`config.mk`:
```
export PLATFORM = sky130hd
export DESIGN_NAME = prdac_top
export DESIGN_NICKNAME = d
export VERILOG_FILES = /design/src/rtl/prdac_chan.v /design/src/rtl/prdac_top.v
export VERILOG_INCLUDE_DIRS = /design/src /design/src/rtl
export SDC_FILE = /design/constraint.sdc
export NUM_CORES = 1
export LEC_CHECK = 0
export ABC_AREA = 1
export BUFFER_PORTS_ARGS = -buffer_cell sky130_fd_sc_hd__buf_2
export CORE_MARGIN = 10
export CORE_UTILIZATION = 40
export DETAILED_ROUTE_END_ITERATION = 8
export GPL_TIMING_DRIVEN = 1
export PLACE_DENSITY = 0.65
export SLEW_MARGIN = 20
export SYNTH_ARGS = -nofsm -noshare
export SYNTH_HDL_FRONTEND = slang
export SYNTH_SLANG_ARGS = --single-unit
```
`constraint.sdc`:
```
create_clock -name clk_i -period 2.4 [get_ports clk_i]
set_input_delay 0.24 -clock clk_i [delete_from_list [all_inputs] [get_ports clk_i]]
set_output_delay 0.24 -clock clk_i [all_outputs]
set_load 0.01 [all_outputs]
```
`src/rtl/prdac_defines.vh`:
```
// prdac_defines.vh - constants of the pulse-width / rate-multiplier dac
// assumes: included by bare name from every prdac design file
`ifndef PRDAC_DEFINES_VH
`define PRDAC_DEFINES_VH

// ============================================================
// shared counter layout
`define PRDAC_CNT_W 12
`define PRDAC_PWM_W 6
`define PRDAC_PWM_MSB 5
`define PRDAC_SEQ_LSB 6
`define PRDAC_SEQ_MSB 9
`define PRDAC_PWM_LAST 6'h3F
`define PRDAC_PWM_ZERO 6'h00

// ============================================================
// channel control byte fields
`define PRDAC_CTRL_ONE_BIT 7
`define PRDAC_CTRL_POL_BIT 6
`define PRDAC_CTRL_WGT_MSB 5
`define PRDAC_CTRL_WGT_LSB 0
`define PRDAC_CTRL_RESET 8'h80

// ============================================================
// rate multiplier byte fields, two channels per byte
`define PRDAC_RATE_HI_MSB 7
`define PRDAC_RATE_HI_LSB 4
`define PRDAC_RATE_LO_MSB 3
`define PRDAC_RATE_LO_LSB 0
`define PRDAC_RATE_RESET 8'h00

// ============================================================
// output enable byte
`define PRDAC_OE_RESET 8'h80

`endif

```
`src/rtl/prdac_chan.v`:
```
// prdac_chan.v - one output channel: set on wrap, clear on match, widen
// assumes: counter value and widen decision come from prdac_top, same clock
`timescale 1ns/1ps
`include "prdac_defines.vh"

module prdac_chan (
    input wire clk_i,
    input wire rst_n_i,
    input wire [`PRDAC_PWM_MSB:0] pwm_cnt_i,
    input wire widen_next_i,
    input wire [`PRDAC_PWM_MSB:0] weight_i,
    input wire pol_i,
    input wire enable_i,
    output wire raw_o,
    output reg pin_o
);

    reg raw_q;
    reg raw_d;
    wire at_match;
    wire at_wrap;
    wire at_last;

    // compare and wrap decode
    assign at_match = (pwm_cnt_i == weight_i);
    assign at_wrap = (pwm_cnt_i == `PRDAC_PWM_ZERO);
    assign at_last = (pwm_cnt_i == `PRDAC_PWM_LAST);

    // pulse state: widening at count 63 beats the 63 match, setting the pulse one clock early so count 0 of the next period is high
    always @* begin
        raw_d = raw_q;
        if (at_last && widen_next_i) begin
            raw_d = 1'b1;
        end else if (at_match) begin
            raw_d = 1'b0;
        end else if (at_wrap) begin
            raw_d = 1'b1;
        end
    end

    // pulse state register, level and pin move on the same edge
    always @(posedge clk_i or negedge rst_n_i) begin
        if (!rst_n_i) begin
            raw_q <= 1'b0;
        end else begin
            raw_q <= raw_d;
        end
    end

    assign raw_o = raw_q;

    // pin: polarity applied, gated by enable
    always @(posedge clk_i or negedge rst_n_i) begin
        if (!rst_n_i) begin
            pin_o <= 1'b0;
        end else begin
            pin_o <= enable_i & (raw_d ^ pol_i);
        end
    end

endmodule // prdac_chan

```
`src/rtl/prdac_top.v`:
```
// prdac_top.v - eight-channel 10-bit pulse-width plus rate-multiplier dac
// assumes: one clock, writes come as strobes with data from same-clock logic
`timescale 1ns/1ps
`include "prdac_defines.vh"

module prdac_top #(
    parameter NCH = 8
) (
    input wire clk_i,
    input wire rst_n_i,
    input wire [NCH-1:0] ctrl_wr_i,
    input wire [7:0] ctrl_wdata_i,
    input wire [NCH/2-1:0] rate_wr_i,
    input wire [7:0] rate_wdata_i,
    input wire oe_wr_i,
    input wire [7:0] oe_wdata_i,
    output wire [NCH*8-1:0] ctrl_rdata_o,
    output wire [NCH*4-1:0] rate_rdata_o,
    output wire [7:0] oe_rdata_o,
    output wire [`PRDAC_CNT_W-1:0] count_o,
    output wire [3:0] period_o,
    output wire period_start_o,
    output wire [NCH-1:0] level_o,
    output wire [NCH-1:0] pwm_o
);

    // ============================================================
    // helper functions

    // bit-reverse of the four sequence bits
    function [3:0] seq_rev;
        input [3:0] s;
        begin
            seq_rev = {s[0], s[1], s[2], s[3]};
        end
    endfunction

    // decides whether a period index gets the extra clock
    function widen_sel;
        input [3:0] rate;
        input [3:0] idx;
        reg hit0;
        reg hit1;
        reg hit2;
        reg hit3;
        begin
            hit3 = rate[3] & idx[0]; // odd periods
            hit2 = rate[2] & (idx[1:0] == 2'h2); // 2,6,10,14
            hit1 = rate[1] & (idx[2:0] == 3'h4); // 4,12
            hit0 = rate[0] & (idx[3:0] == 4'h8); // 8 only
            widen_sel = hit0 | hit1 | hit2 | hit3;
        end
    endfunction

    // picks one channel's nibble out of a shared rate byte
    function [3:0] rate_pick;
        input [7:0] b;
        input odd;
        begin
            if (odd) begin
                rate_pick = b[`PRDAC_RATE_HI_MSB:`PRDAC_RATE_HI_LSB];
            end else begin
                rate_pick = b[`PRDAC_RATE_LO_MSB:`PRDAC_RATE_LO_LSB];
            end
        end
    endfunction

    // ============================================================
    // shared free-running counter

    reg [`PRDAC_CNT_W-1:0] cnt_q;
    wire [`PRDAC_CNT_W-1:0] cnt_d;
    wire [`PRDAC_PWM_MSB:0] pwm_cnt;
    wire [3:0] seq_now;
    wire [3:0] seq_next;
    wire [3:0] per_now;
    wire [3:0] per_next;

    // advance every clock, wraps at the top
    assign cnt_d = cnt_q + {{(`PRDAC_CNT_W-1){1'b0}}, 1'b1};

    always @(posedge clk_i or negedge rst_n_i) begin
        if (!rst_n_i) begin
            cnt_q <= {`PRDAC_CNT_W{1'b0}};
        end else begin
            cnt_q <= cnt_d;
        end
    end

    // pulse counter and sequence fields
    assign pwm_cnt = cnt_q[`PRDAC_PWM_MSB:0];
    assign seq_now = cnt_q[`PRDAC_SEQ_MSB:`PRDAC_SEQ_LSB];
    assign seq_next = seq_now + 4'h1;

    // period number seen by the rate decode
    assign per_now = seq_rev(seq_now);
    assign per_next = seq_rev(seq_next);

    // ============================================================
    // configuration registers

    reg [6:0] ctrl_q [0:NCH-1];
    reg [3:0] rate_q [0:NCH-1];
    reg [7:0] oe_q;

    // full-byte reset images, cut to the stored fields on purpose
    localparam [7:0] CTRL_RST = `PRDAC_CTRL_RESET;
    localparam [7:0] RATE_RST = `PRDAC_RATE_RESET;

    // output enable byte
    always @(posedge clk_i or negedge rst_n_i) begin
        if (!rst_n_i) begin
            oe_q <= `PRDAC_OE_RESET;
        end else if (oe_wr_i) begin
            oe_q <= oe_wdata_i;
        end
    end

    assign oe_rdata_o = oe_q;

    genvar gi;

    // per-channel control bytes and rate fields
    generate
        for (gi = 0; gi < NCH; gi = gi + 1) begin : g_cfg
            // invert bit and weight; bit 7 is not stored
            always @(posedge clk_i or negedge rst_n_i) begin
                if (!rst_n_i) begin
                    ctrl_q[gi] <= CTRL_RST[`PRDAC_CTRL_POL_BIT:0];
                end else if (ctrl_wr_i[gi]) begin
                    ctrl_q[gi] <= ctrl_wdata_i[`PRDAC_CTRL_POL_BIT:0];
                end
            end

            // rate field, even channel low nibble, odd channel high nibble
            if (gi % 2 == 0) begin : g_lo
                always @(posedge clk_i or negedge rst_n_i) begin
                    if (!rst_n_i) begin
                        rate_q[gi] <= RATE_RST[`PRDAC_RATE_LO_MSB:`PRDAC_RATE_LO_LSB];
                    end else if (rate_wr_i[gi/2]) begin
                        rate_q[gi] <= rate_pick(rate_wdata_i, 1'b0);
                    end
                end
            end else begin : g_hi
                always @(posedge clk_i or negedge rst_n_i) begin
                    if (!rst_n_i) begin
                        rate_q[gi] <= RATE_RST[`PRDAC_RATE_HI_MSB:`PRDAC_RATE_HI_LSB];
                    end else if (rate_wr_i[gi/2]) begin
                        rate_q[gi] <= rate_pick(rate_wdata_i, 1'b1);
                    end
                end
            end

            // readback, bit 7 forced high
            assign ctrl_rdata_o[gi*8+7:gi*8] = {1'b1, ctrl_q[gi]};
            assign rate_rdata_o[gi*4+3:gi*4] = rate_q[gi];
        end
    endgenerate

    // ============================================================
    // channel generators

    wire [NCH-1:0] widen_next;

    generate
        for (gi = 0; gi < NCH; gi = gi + 1) begin : g_ch
            // widen decision for the period about to start
            assign widen_next[gi] = widen_sel(rate_q[gi], per_next);

            // 6-bit weight and 4-bit rate form the 10-bit value
            prdac_chan u_chan (
                .clk_i(clk_i),
                .rst_n_i(rst_n_i),
                .pwm_cnt_i(pwm_cnt),
                .widen_next_i(widen_next[gi]),
                .weight_i(ctrl_q[gi][`PRDAC_CTRL_WGT_MSB:`PRDAC_CTRL_WGT_LSB]),
                .pol_i(ctrl_q[gi][`PRDAC_CTRL_POL_BIT]),
                .enable_i(oe_q[gi]),
                .raw_o(level_o[gi]),
                .pin_o(pwm_o[gi])
            );
        end
    endgenerate

    // ============================================================
    // status outputs

    assign count_o = cnt_q;
    assign period_o = per_now;
    assign period_start_o = (pwm_cnt == `PRDAC_PWM_ZERO);

endmodule // prdac_top

```
-- Yosys cells after proc, flatten, opt, wreduce, memory -nomap -nowiden
Cells that the tools add are included.
- register bits: 124
- bits of input ports: 39
- output and inout port bits: 137
- logic and storage cells: 153
- $add $sub $neg: 2
- equal/unequal tests: 12
- mux-type cells: 24
- bitwise logic cells: 72
- reductions and logical operators: 9
- operators by type and width (kind ; count):
    == test 6 bit ; 8
    bitwise AND 1 bit ; 40
    2-to-1 mux 1 bit ; 24
    OR 1 bit ; 24
    adder 12 x 1 -> 12 bit, second input constant ; 1
    logical AND 1 bit ; 8
    bitwise XOR 1 bit ; 8
    == test 6 bit, second input constant ; 1
    logical NOT 6 bit ; 1
    adder 4 x 1 -> 4 bit, second input constant ; 1
    == test 4 bit, second input constant ; 1
    == test 3 bit, second input constant ; 1
    == test 2 bit, second input constant ; 1

-- Logic depth before layout (Yosys ltp)
- depth in word-level cells: 10
- gate-level depth with buffers: 12
- mapped depth without buffers: 12

-- By module
From an unflattened synthesis, not the netlist that was laid out.
- cells, all modules: 730
- area total of the unflattened synthesis: 6676.4 um^2
- modules (own cells, without submodules) (module ; times used ; cells each ; area an instance (um^2) ; sequential area each (um^2)):
    prdac_top ; 1 ; 346 ; 4654.5 ; 2703.8
    prdac_chan ; 8 ; 48 ; 252.7 ; 50.0

-- Least setup slack after synthesis
No wires, ideal clock.
- kind: register to register
- start point: register cnt_q[0], in the netlist count_o[0]
- end point: register g_ch[4].u_chan.pin_o
- library setup time: 0.119 ns
- data arrival time: 1.744 ns
- required time: 2.281 ns
- setup slack: 0.537 ns
- cell stages (with the launch flop): 11
- path buffers: 1
- period minus slack after synthesis: 1.863 ns
- cells stage by stage: dfrtp_1 > buf_2 > clkinv_1 > ha_1 > nand3_1 > inv_1 > or2_2 > nand2_1 > nand3_1 > nand2_1 > nor2_1
- word-level cells in the longest chain between the ends: 6
- elaborated cells between the ends (all ways): 9
- classes of those cells: 2 x eq/ne; 3 x mux; 2 x bitwise; 2 x reduce/logical
- RTL lines (what ; RTL line ; text):
    start: declaration ; prdac_top.v:71 ; reg [`PRDAC_CNT_W-1:0] cnt_q;
    start signal: assignment ; prdac_top.v:84 ; cnt_q <= {`PRDAC_CNT_W{1'b0}};
    start signal: assignment ; prdac_top.v:86 ; cnt_q <= cnt_d;
    logical NOT 6 bit (no source line) ; - ;
    named net period_start_o ; prdac_top.v:22 ; output wire period_start_o,
    2-to-1 mux 1 bit ; prdac_chan.v:36 ; end else if (at_wrap) begin
    2-to-1 mux 1 bit ; prdac_chan.v:34 ; end else if (at_match) begin
    2-to-1 mux 1 bit ; prdac_chan.v:32 ; if (at_last && widen_next_i) begin
    bitwise XOR 1 bit ; prdac_chan.v:57 ; pin_o <= enable_i & (raw_d ^ pol_i);
    bitwise AND 1 bit ; prdac_chan.v:57 ;
    end signal: assignment ; prdac_chan.v:57 ;
    end: declaration ; prdac_chan.v:15 ; output reg pin_o
The timed path passes the listed nets, and every way through them passes these cells.
A chain may end at the register's enable or synchronous reset.

-- Worst setup path after layout
- start point: register cnt_q[1], in the netlist count_o[1]
- end point: output period_start_o
- word-level cells in the longest chain between the ends: 1
- RTL lines (what ; RTL line):
    logical NOT 6 bit (no source line) ; -
    end: declaration ; prdac_top.v:22
No other way between the ends.

==> run metrics <==
final WL=approximately 18 mm; Worst-path clk slew=0.06 ns; Cell variety after synth=33; Max Clock Freq=~460 MHz; combinational power share=0.169; peak supply drop=0.458 mV; Final setup viols=0; drt via density=about 5.1; Required @ worst endpoint=2.16 ns; Synth area leaders=dfrtp_1 (50%), mux2_2 (10%), buf_4 (5.9%), nand2_1 (5.5%), o21ai_0 (3.7%); Die W=around 140 um; Post-Syn Area=between 6000 and 7000 um^2; RePlAce Congestion=between 0.8 and 0.9; RSZ-0062 raised after global routing=false; vias in the first global route=between 4000 and 5000; layout cells sized above 1=0.381; status=completed; Tot GR Track Use=0.173; DRC=0; slew at the pin closest to its max-slew limit=about 0.58 ns; register area=3100 um^2; final antenna diode count=0; Worst Skew=between 0.007 and 0.008 ns; sw frac=0.277; Iter 0 DRT Violations=300; nets=796; Seq/Total Area, Yosys=0.509; post-layout util=0.489; # clock sinks=124; Post-Place Cell Area=6830 um^2; Mapped Cells=a little over 600; fin crit share=0.897; first-pass GRT wire length=between 20 and 30 mm; Initial Util=0.404; Crit Path Max Fanout=9; Core ar.=15100 um^2; Synth top area share=0.504; clock power share=0.402; Avg WL per Cell=around 18 um; Setup TNS=0 ns; final worst setup slack=around 0.25 ns; final hold vios=0; worst skew pair latency=between 0.4 and 0.5 ns; P_int=between 4 and 5 mW; Port Buffers=~170; Yosys reg bits=between 100 and 150; Reg power frac=0.429; via count=4809; Pleak=~3.7 nW; Tmin final=about 2.2 ns; die area=approximately 20000 um^2; final-report max-slew violation count=0; Top Ports=176; Rows=45; Slew headroom=0.615; Die H=between 100 and 150 um; Filler Cell Count=between 1000 and 1500; Min Hold Slack=0.0553 ns; H-Tree Depth=4; initial antenna violation count=0; P per Cell Area=slightly below 800 nW/um^2; CTS max path bufs=2; CTS Buf Count=17; HP Class=in2reg; Pre-Repair DR Iteration Count=5; grt ovf=0; Setup crit end kind=output pin; area of the multi-input gates=approximately 2300 um^2; dominant cell type by area after synthesis=dfrtp_1; Final Cell Area=between 7000 and 8000 um^2; DRT antenna net count=0; Syn. warnings=0; Area growth syn-to-layout=20.8%; P_sw=around 1.6 mW; CP Data Arrival Time=~1.9 ns; startpoint types=register; post-CTS sizing=0; syn avg cell area=between 9 and 10 um^2; Setup CP Type=reg2out; CTS root buffer=clkbuf_16; Max Cap Violations=0; Place WS=0.451 ns; HPWL Detailed=13.2 mm; CTS tree=built; largest net degree at the start of global routing=50
[layer usage]
layer | wire length [um] | global-route usage | vias up
li1 | - | - | 2286
met1 | 7840 | 0.224 | 2317
met2 | 7930 | 0.261 | 187
met3 | 1510 | 0.0637 | 19
met4 | 282 | 0.0559 | 0
met5 | 0 | 0 | -
[cell usage in the layout, fill, tap and decap left out, drive strengths merged]
cell type / synthesis / layout
ha: 4 / 4
xor2: 10 / 10
or2: 5 / 5
mux2: 54 / 54
clkbuf: 15 / 21
nand3: 41 / 41
xnor2: 12 / 12
conb: 1 / 8
buf: 56 / 176
clkinvlp: 0 / 1
o21ai: 45 / 45
dlygate4sd3: 0 / 1
a21oi: 16 / 16
bufinv: 0 / 1
nor3: 3 / 3
nand2: 96 / 96
clkinv: 2 / 8
o22ai: 28 / 28
dfrtp: 123 / 123
inv: 60 / 60
dfstp: 1 / 1
nand4: 22 / 22
nor2: 27 / 27
[power groups by stage]
stage                     combinational [mW]  sequential (mW)  clock, mW
after global routing                    1.09             2.53       2.46
after global placement                 0.988             2.52          0
final                                  0.982             2.49       2.34
after CTS                               1.01             2.49       2.38
after floorplan                        0.636             2.56          0
after detailed placement                1.00             2.53          0
[cell families (layout without fill, tap and decap cells)]
family | after synthesis | after routing | share of synthesized area
multiplexers | 54 | 54 | 0.0996
AND/OR/NAND/NOR | 194 | 194 | 0.157
other | 1 | 8 | 0.000614
buffers and inverters | 133 | 268 | 0.115
XOR/XNOR | 22 | 22 | 0.0316
AO/OA/AOI/OAI | 89 | 89 | 0.0787
adder cells (fa/ha/maj) | 4 | 4 | 0.00820
flip-flops | 124 | 124 | 0.509
[worst max-delay path, stage by stage, from the launching register on]
cell and delay, ns:
dfrtp_1 0.49, inv_2 0.21, ha_1 0.17, nand3_1 0.07, inv_1 0.33, buf_2 0.22
[metrics by stage]
step,instances,power (mW)
after CTS,951,5.88
after global placement,921,3.51
after global routing,951,6.09
final,951,5.81
after detailed placement,921,3.53
after floorplan,628,3.19
[final timing paths]
| path | from | end | slack (ns) | cells past startpoint |
|---|---|---|---|---|
| worst max register to register | count_o[6] | g_ch[5].u_chan.pin_o | 0.46 | 9 |
| min in group asynchronous | rst_n_i | ctrl_rdata_o[45] | 0.36 | 2 |
| worst min-delay path | oe_wdata_i[7] | oe_rdata_o[7] | 0.06 | 2 |
| worst min register to register | count_o[11] | count_o[11] | 0.47 | 1 |
| worst max-delay path | count_o[1] | period_start_o | 0.25 | 5 |
| max in group asynchronous | rst_n_i | oe_rdata_o[7] | 1.30 | 3 |
[registers in the layout, summed over array words and instances (netlist names)]
register	count
ctrl_rdata_o	56
rate_rdata_o	32
count_o	12
g_ch.u_chan.pin_o	8
g_ch.u_chan.raw_o	8
oe_rdata_o	8
[final cells by class]
cell class | instances | area share
clock buffers | 21 | 0.0625
multi-input cells | 371 | 0.315
well taps | 188 | 0.0319
inverters | 62 | 0.0321
flip-flops and latches | 124 | 0.421
repair buffers | 177 | 0.128
clock inverters | 8 | 0.00967
[Yosys cell counts]
master      n
nor3_2      1
a21oi_1    16
nand2_4     2
inv_2       7
nor2_8      1
clkinv_2    1
or2_2       5
o22ai_1    28
xor2_1     10
nand4_1    21
mux2_2     54
inv_1      52
nor3_1      2
clkbuf_1   15
dfrtp_1   123
nand3_2     9
conb_1      1
clkinv_1    1
dfstp_2     1
nor2_1     25
buf_6       2
nor2_2      1
buf_2       5
o21ai_0    45
buf_1       1
buf_4      48
nand3_1    32
nand4_4     1
nand2_1    90
nand2_2     4
ha_1        4
xnor2_1    12
inv_4       1
[timing repair]
| item | in CTS | in global routing |
|---|---|---|
| endpoints found under the setup margin | 0 | 0 |
| hold endpoints to repair | 40 | 0 |
| setup buffers | 0 | 0 |
| hold buffers | 1 | 0 |
No activity file was read; power rests on OpenSTA's default activity.
